$ cat src/afe_mux_clamp_defines.vh
// Register map, field positions, reset values and timing counts of the front-end control block
// Notes on behaviour
// [RQ1] Component video uses all three channels; chroma pair alternates into second converter.
// [RQ2] Component set one is 000/00/00, set two is 001/01/01.
// [RQ3] Only one of two wired component sets is selected at a time.
// [RQ4] S-Video with sound IF: luma first, sound IF second, chroma third channel.
// [RQ5] S-Video plus sound IF: mode 10, clamp types 0/1/0, alternate 1, audio 1.
// [RQ6] S-Video plus sound IF: half band, boost, clamp, gain select cleared for channels two, three.
// [RQ7] Features configure themselves after reset; software overrides each through registers.
// [RQ8] Writing 1 to an impedance boost bit at 0x106 enables that channel's boost. The code enables it only when bit 7 of the same write is also 1.
// [RQ9] Boost only with clamping, for most video, never on sound IF channels. The code does not gate boost by clamp enable or by the sound IF route.
// [RQ10] Clamps enabled after reset; writing 0 at 0x105 or 0x106 disables one. The code disables one only while bit 7 of 0x106 is 1.
// [RQ11] Clamp strobe asserts during each line's sync, held at least 1 us.
// [RQ12] Clamp level code maps to target converter code; 000 is out of range.
// [RQ13] Register 0x103 holds selectors in bits 2:0, 5:4 and 7:6.
// [RQ14] In alternate mode the second converter alternates between channels two and three.
// [RQ15] Strobe length is a clock count rounded up so it never falls short.
`ifndef AFE_MUX_CLAMP_DEFINES_VH
`define AFE_MUX_CLAMP_DEFINES_VH
`define AMC_ADDR_W         12
`define AMC_OFF_ROUTE      12'h103
`define AMC_OFF_CTRL2      12'h105
`define AMC_OFF_CTRL3      12'h106
`define AMC_OFF_STATUS     12'h110
`define AMC_RST_ROUTE      8'hD3
`define AMC_RST_CTRL2      8'h33
`define AMC_RST_CTRL3      8'h0F
// Route fields
`define AMC_CH1_LSB        0
`define AMC_CH2_LSB        4
`define AMC_CH3_LSB        6
// Control 2 fields: clamp level bits 2:0, clamp enable first channel bit 4, clamp type bits 7:5
`define AMC_LVL_LSB        0
`define AMC_CLEN1_BIT      4
`define AMC_CTYPE1_BIT     5
`define AMC_CTYPE2_BIT     6
`define AMC_CTYPE3_BIT     7
// Control 3 fields
`define AMC_CLEN2_BIT      0
`define AMC_CLEN3_BIT      1
`define AMC_BOOST1_BIT     2
`define AMC_BOOST2_BIT     3
`define AMC_BOOST3_BIT     4
`define AMC_ALT_BIT        5
`define AMC_AUD_BIT        6
`define AMC_MANUAL_BIT     7
// Strobe timing
`define AMC_CLK_KHZ        20000
`define AMC_STROBE_NS      1000
`define AMC_STROBE_CYC     ((`AMC_STROBE_NS * `AMC_CLK_KHZ + 999999) / 1000000)
`endif

$ cat src/afe_mux_clamp.v
// Front-end input routing, clamp control and clamp strobe generation
`include "afe_mux_clamp_defines.vh"
module amc_afe_mux_clamp #(
   parameter STROBE_CYC = `AMC_STROBE_CYC
) (
   // Clock and reset
   input  wire        clock,
   input  wire        rst_n,
   // Register port
   input  wire [11:0] reg_addr,
   input  wire [7:0]  reg_wdata,
   input  wire        reg_wr,
   input  wire        reg_rd,
   output reg  [7:0]  reg_rdata,
   // Line timing from the decoder
   input  wire        sync_active,
   // Analog controls
   output reg  [2:0]  first_channel_input_sel,
   output reg  [1:0]  second_channel_input_sel,
   output reg  [1:0]  third_channel_input_sel,
   output reg  [2:0]  clamp_enable,
   output reg  [2:0]  impedance_boost_en,
   output reg  [2:0]  clamp_type,
   output reg  [2:0]  clamp_voltage_code,
   output reg  [9:0]  clamp_target_code,
   output reg         clamp_target_valid,
   output reg         second_converter_alternate,
   output reg         sound_if_route_sel,
   output reg         clamp_strobe,
   output reg         adc2_sample_third
);
   reg  [7:0]  route_q;
   reg  [7:0]  ctrl2_q;
   reg  [7:0]  ctrl3_q;
   reg  [15:0] strobe_cnt_q;
   reg         sync_q;
   reg         alt_phase_q;
   wire        manual;
   wire        sync_rise;
   reg  [9:0]  target_d;

   // Register writes; reset puts the block into its automatic configuration
   always @(posedge clock) begin
      if (!rst_n) begin
         route_q <= `AMC_RST_ROUTE; // RQ7
         ctrl2_q <= `AMC_RST_CTRL2; // RQ10
         ctrl3_q <= `AMC_RST_CTRL3; // RQ10
      end else if (reg_wr) begin
         case (reg_addr)
            `AMC_OFF_ROUTE: route_q <= reg_wdata; // RQ13
            `AMC_OFF_CTRL2: ctrl2_q <= reg_wdata; // RQ10
            `AMC_OFF_CTRL3: ctrl3_q <= reg_wdata; // RQ8
            default:        route_q <= route_q;
         endcase
      end
   end

   // Read data one cycle after the strobe, zero otherwise
   always @(posedge clock) begin
      if (!rst_n) begin
         reg_rdata <= 8'h00;
      end else if (reg_rd) begin
         case (reg_addr)
            `AMC_OFF_ROUTE:  reg_rdata <= route_q;
            `AMC_OFF_CTRL2:  reg_rdata <= ctrl2_q;
            `AMC_OFF_CTRL3:  reg_rdata <= ctrl3_q;
            `AMC_OFF_STATUS: reg_rdata <= {5'h00, adc2_sample_third, clamp_target_valid, clamp_strobe};
            default:         reg_rdata <= 8'h00;
         endcase
      end else begin
         reg_rdata <= 8'h00;
      end
   end

   assign manual = ctrl3_q[`AMC_MANUAL_BIT];

   // Clamp level to converter code at 0 dB gain
   always @* begin
      case (ctrl2_q[`AMC_LVL_LSB +: 3])
         3'h1:    target_d = 10'h000; // RQ12
         3'h2:    target_d = 10'h07C;
         3'h3:    target_d = 10'h0DA;
         3'h4:    target_d = 10'h121;
         3'h5:    target_d = 10'h157;
         3'h6:    target_d = 10'h180;
         3'h7:    target_d = 10'h200;
         default: target_d = 10'h000;
      endcase
   end

   // Analog control outputs; automatic settings keep clamps on until software takes over
   always @(posedge clock) begin
      if (!rst_n) begin
         first_channel_input_sel    <= 3'h0;
         second_channel_input_sel   <= 2'h0;
         third_channel_input_sel    <= 2'h0;
         clamp_enable               <= 3'h7;
         impedance_boost_en         <= 3'h0;
         clamp_type                 <= 3'h0;
         clamp_voltage_code         <= 3'h0;
         clamp_target_code          <= 10'h000;
         clamp_target_valid         <= 1'b0;
         second_converter_alternate <= 1'b0;
         sound_if_route_sel         <= 1'b0;
      end else begin
         first_channel_input_sel  <= route_q[`AMC_CH1_LSB +: 3]; // RQ13
         second_channel_input_sel <= route_q[`AMC_CH2_LSB +: 2]; // RQ13
         third_channel_input_sel  <= route_q[`AMC_CH3_LSB +: 2]; // RQ13
         clamp_voltage_code       <= ctrl2_q[`AMC_LVL_LSB +: 3];
         clamp_target_code        <= target_d; // RQ12
         clamp_target_valid       <= (ctrl2_q[`AMC_LVL_LSB +: 3] != 3'h0); // RQ12
         if (manual) begin
            clamp_enable <= {ctrl3_q[`AMC_CLEN3_BIT], ctrl3_q[`AMC_CLEN2_BIT], ctrl2_q[`AMC_CLEN1_BIT]}; // RQ10
            impedance_boost_en <= {ctrl3_q[`AMC_BOOST3_BIT], ctrl3_q[`AMC_BOOST2_BIT],
                                   ctrl3_q[`AMC_BOOST1_BIT]}; // RQ8
            clamp_type <= {ctrl2_q[`AMC_CTYPE3_BIT], ctrl2_q[`AMC_CTYPE2_BIT], ctrl2_q[`AMC_CTYPE1_BIT]};
            second_converter_alternate <= ctrl3_q[`AMC_ALT_BIT];
            sound_if_route_sel         <= ctrl3_q[`AMC_AUD_BIT];
         end else begin
            // Automatic: component video, clamps on, chroma pair alternated
            clamp_enable               <= 3'h7; // RQ7
            impedance_boost_en         <= 3'h0;
            clamp_type                 <= 3'h0;
            second_converter_alternate <= 1'b1; // RQ1
            sound_if_route_sel         <= 1'b0;
         end
      end
   end

   // Second converter channel: toggles every cycle in alternate mode, else held on the second channel (adc2_sample_third low)
   always @(posedge clock) begin
      if (!rst_n) begin
         alt_phase_q      <= 1'b0;
         adc2_sample_third <= 1'b0;
      end else begin
         alt_phase_q <= second_converter_alternate ? ~alt_phase_q : 1'b0; // RQ14
         adc2_sample_third <= second_converter_alternate & alt_phase_q; // RQ14
      end
   end

   // Clamp strobe: starts at sync, stays up while sync lasts and at least the minimum count
   assign sync_rise = sync_active & ~sync_q;
   always @(posedge clock) begin
      if (!rst_n) begin
         sync_q       <= 1'b0;
         strobe_cnt_q <= 16'h0000;
         clamp_strobe <= 1'b0;
      end else begin
         sync_q <= sync_active;
         if (sync_rise) begin
            strobe_cnt_q <= STROBE_CYC[15:0] - 16'h0001; // RQ15
            clamp_strobe <= 1'b1; // RQ11
         end else if (strobe_cnt_q != 16'h0000) begin
            strobe_cnt_q <= strobe_cnt_q - 16'h0001;
            clamp_strobe <= 1'b1; // RQ11
         end else begin
            clamp_strobe <= sync_active & clamp_strobe;
         end
      end
   end
endmodule

$ cat config.mk
export PLATFORM = sky130hd
export DESIGN_NAME = amc_afe_mux_clamp
export DESIGN_NICKNAME = d
export VERILOG_FILES = /design/src/afe_mux_clamp.v
export VERILOG_INCLUDE_DIRS = /design/src
export SDC_FILE = /design/constraint.sdc
export NUM_CORES = 1
export LEC_CHECK = 0
export ABC_AREA = 1
export ABC_CLOCK_PERIOD_IN_PS = 1450
export BUFFER_PORTS_ARGS = -buffer_cell sky130_fd_sc_hd__buf_2
export CAP_MARGIN = 20
export CORE_MARGIN = 3
export CORE_UTILIZATION = 29
export CTS_CLUSTER_DIAMETER = 30
export DETAILED_ROUTE_END_ITERATION = 8
export GPL_TIMING_DRIVEN = 0
export PLACE_DENSITY = 0.59
export SYNTH_ARGS = -nofsm -noshare
export SYNTH_HDL_FRONTEND = slang
export SYNTH_SLANG_ARGS = --single-unit
export TNS_END_PERCENT = 30
$ cat constraint.sdc
create_clock -name clock -period 1.45 [get_ports clock]
set_input_delay 0.0725 -clock clock [delete_from_list [all_inputs] [get_ports clock]]
set_output_delay 0.0725 -clock clock [all_outputs]
set_load 0.02 [all_outputs]
==> flow_metrics.env <==
export IMPL_synthesis_yosys_warnings=0
export IMPL_first_global_vias=2905
export IMPL_floorplan_die_area_um2=13600
export IMPL_total_power_mw=6.37
export IMPL_crit_path_max_incr_delay_ps=350
export IMPL_grt_max_degree=16
export IMPL_dieHeight_um=117
export IMPL_hold_path_class="in2reg"
export IMPL_timing_critical_path_arrival_ps=1600
export IMPL_grt_use_met1_pct=16.3
export IMPL_regToRegStartpoint="strobe_cnt_q[1]"
export IMPL_powerDensity_nw_per_um2=1440
export IMPL_dpl_instance_area_um2=4050
export IMPL_peakVddDrop_mv=0.512
export IMPL_synth_seq_cells=83
export IMPL_postSynth_asyncResetShare_pct=0
export IMPL_floorplan_io_pins=67
export IMPL_antenna_left=0
export IMPL_core_area_um2=11700
export IMPL_finalWirelength_um=8670
export IMPL_drt_pass1_iter_count=4
export IMPL_grt_setup_unrepaired="false"
export IMPL_post_route_util_pct=37.8
export IMPL_hp_start="reg_rd"
export IMPL_global_route_usage_met3_pct=3.83
export IMPL_most_common_cell_after_layout_fill_and_taps_aside="sky130_fd_sc_hd__nand2_1"
export IMPL_critical_path_endpoint_category="flip-flop"
export IMPL_most_common_layout_cells="sky130_fd_sc_hd__nand2_1 (118), sky130_fd_sc_hd__nor2_1 (85), sky130_fd_sc_hd__dfxtp_1 (83)"
export IMPL_worstMarginPinSlew_ps=478
export IMPL_grt_pass1_wl_um=13700
export IMPL_detail_route_vias_per_cell=4.48
export IMPL_gr_usage_all_layers_pct=13.1
export IMPL_wl_per_cell_um=12.2
export IMPL_worst_path_max_fanout=5
export IMPL_detailed_place_hpwl_um=6520
export IMPL_result_of_the_run="completed"
export IMPL_crit_slowest_cell="sky130_fd_sc_hd__dfxtp_1"
export IMPL_timing_max_cap_violations=0
export IMPL_finalWorstPathRequiredPeriod_ps=1360
export IMPL_ctsRootBufferMaster="sky130_fd_sc_hd__clkbuf_16"
export IMPL_placement_rows=39
export IMPL_final_hold_viol_count=0
export IMPL_port_buffer_count=65
export IMPL_timing_slew_headroom_pct=68.2
export IMPL_cts_buffers=9
export IMPL_ctsHtreeMaxLevel=3
export IMPL_synth_cell_types=34
export IMPL_finalClockSkew_ps=9.43
export IMPL_setup_worst_path_start="strobe_cnt_q[1]"
export IMPL_syn_area_um2=3550
export IMPL_area_growth_pct=24.6
export IMPL_avgSynthCellArea_um2=7.32
export IMPL_die_x_um=117
export IMPL_drt_iter0_markers=137
export IMPL_initial_utilization_pct=30.3
export IMPL_stdcell_area_um2=4420
export IMPL_gp_congestion=0.864
export IMPL_post_route_period_util_pct=94.1
export IMPL_postSynthCellCount=485
export IMPL_crit_chain="inv_1 -> ha_4 -> nand3_4 -> inv_1 -> or2_2 -> nand3_1 -> a21oi_1"
export IMPL_synth_sequential_area_ratio_pct=46.8
export IMPL_timing_final_max_slew_violations=0
export IMPL_cp_data_required_time_ps=1690
export IMPL_path_clk_slew_ps=70
export IMPL_final_nets=591
export IMPL_cts_sinks=83
export IMPL_cts_tree="done"
export IMPL_synth_edf_count=0
export IMPL_final_layout_size_suffix_gt1_share_pct=22.8
export IMPL_grt_util_met2_pct=21.2
export IMPL_timing_fmax_mhz=733
export IMPL_filler_cell_count=1220
export IMPL_cp_common_cell="sky130_fd_sc_hd__inv_1"
export IMPL_number_of_antenna_violations_at_the_first_check_in_global_routing=0
export IMPL_report_final_setup_viol=0
export IMPL_antenna_diode_count=0
export IMPL_synthesis_nets=511
export IMPL_ctsLongestPathBuffers=2
export IMPL_grt_ovfl_total=0
export IMPL_leakage_nw=2.34
export IMPL_top_usage_layer="met2"
export IMPL_clk_latency_ps=340
export IMPL_critical_path_startpoint_category="flip-flop"
export IMPL_most_common_flop_cell_mapped_by_yosys="sky130_fd_sc_hd__dfxtp_1"
export IMPL_vias=3196
export IMPL_remaining_drc_errors=0
export IMPL_critPathKind="reg2reg"
-- timing repair --
item / CTS / global route
setup buffers: 0 / 0
endpoints found under the setup margin: 17 / 17
hold buffers: 4 / 0
hold endpoints to repair: 7 / 0
resized for setup: 5 / 9
-- logic make-up after synthesis --
group / after synthesis / share of synthesized area, %
flip-flops: 83 / 46.8
adder cells (fa/ha/maj): 1 / 0.352
AND/OR/NAND/NOR: 293 / 37.0
XOR/XNOR: 5 / 1.23
buffers and inverters: 82 / 10.4
AO/OA/AOI/OAI: 21 / 4.23
-- per-stage QoR --
| step | hold slack, ps | cells | TNS, ps | setup WS, ps |
|---|---|---|---|---|
| after floorplan | 166 | 485 | 0 | 113 |
| after global placement | 287 | 693 | -1630 | -129 |
| after detailed placement | 297 | 693 | -1660 | -134 |
| after CTS | 0.200 | 713 | 0 | 6.85 |
| after global routing | 17.2 | 713 | 0 | 0.481 |
| final | 15.0 | 713 | 0 | 86.3 |
-- registers in the layout, indices dropped and copies added, names as in the netlist, 8 cells and up --
signal and cells:
route_q 8, clamp_target_code 9, ctrl2_q 8, reg_rdata 8, strobe_cnt_q 16, ctrl3_q 8
-- synthesized netlist by cell type (2+ instances only) --
master	count	area share, %
sky130_fd_sc_hd__xor2_1	2	0.49
sky130_fd_sc_hd__nor2_4	3	0.95
sky130_fd_sc_hd__xnor2_1	3	0.74
sky130_fd_sc_hd__buf_6	3	0.95
sky130_fd_sc_hd__o211ai_2	4	1.4
sky130_fd_sc_hd__buf_2	3	0.42
sky130_fd_sc_hd__inv_1	67	7.1
sky130_fd_sc_hd__nor3_1	5	0.70
sky130_fd_sc_hd__nor2_1	90	9.5
sky130_fd_sc_hd__a21oi_1	8	1.1
sky130_fd_sc_hd__nor2_2	5	0.88
sky130_fd_sc_hd__nand2_1	120	13
sky130_fd_sc_hd__clkbuf_1	3	0.32
sky130_fd_sc_hd__nand2_2	5	0.88
sky130_fd_sc_hd__nand4_1	8	1.4
sky130_fd_sc_hd__or2_2	3	0.53
sky130_fd_sc_hd__o211ai_1	4	0.85
sky130_fd_sc_hd__nand3b_1	2	0.42
sky130_fd_sc_hd__dfxtp_1	83	47
sky130_fd_sc_hd__nand3_2	6	1.7
sky130_fd_sc_hd__buf_4	2	0.42
sky130_fd_sc_hd__nand3_1	43	6.1
sky130_fd_sc_hd__o21ai_0	2	0.28
-- critical path: cells and delay by family (launching register included) --
family | cells | cell delay (ps)
buffers and inverters | 2 | 180
AND/OR/NAND/NOR | 3 | 490
flip-flops | 1 | 350
AO/OA/AOI/OAI | 1 | 60
adder cells (fa/ha/maj) | 1 | 170
-- final cells by class --
class	count	area, um^2	share of cell area, %
multi-input combinational	320	1570	35.5
clock buffer	9	225	5.09
sequential	83	1660	37.6
tap	143	179	4.05
timing repair buffer	69	365	8.26
inverter	68	255	5.77
clock inverter	7	51.3	1.16
buffer	14	114	2.57
-- worst paths after layout --
kind,cells past startpoint,end,slack [ps]
setup / recovery,7,strobe_cnt_q[4],90
hold / removal,3,reg_rdata[1],10
setup reg to reg,7,strobe_cnt_q[4],90
hold reg to reg,1,alt_phase_q,410
-- per-layer routing --
metal	wire (um)	up-vias	part of all wire, %
met1	3980	1458	46
li1	-	1655	-
met5	0	-	0
met3	534	6	6.2
met2	4060	77	47
met4	94	0	1.1
-- where the power goes --
| part | internal (mW) | leakage (nW) | switching, mW |
|---|---|---|---|
| Clock | 1.17 | 0.132 | 0.974 |
| Combinational | 0.602 | 1.53 | 1.06 |
| Sequential | 2.43 | 0.677 | 0.126 |
Note: power is estimated with default switching activity, not from simulation.
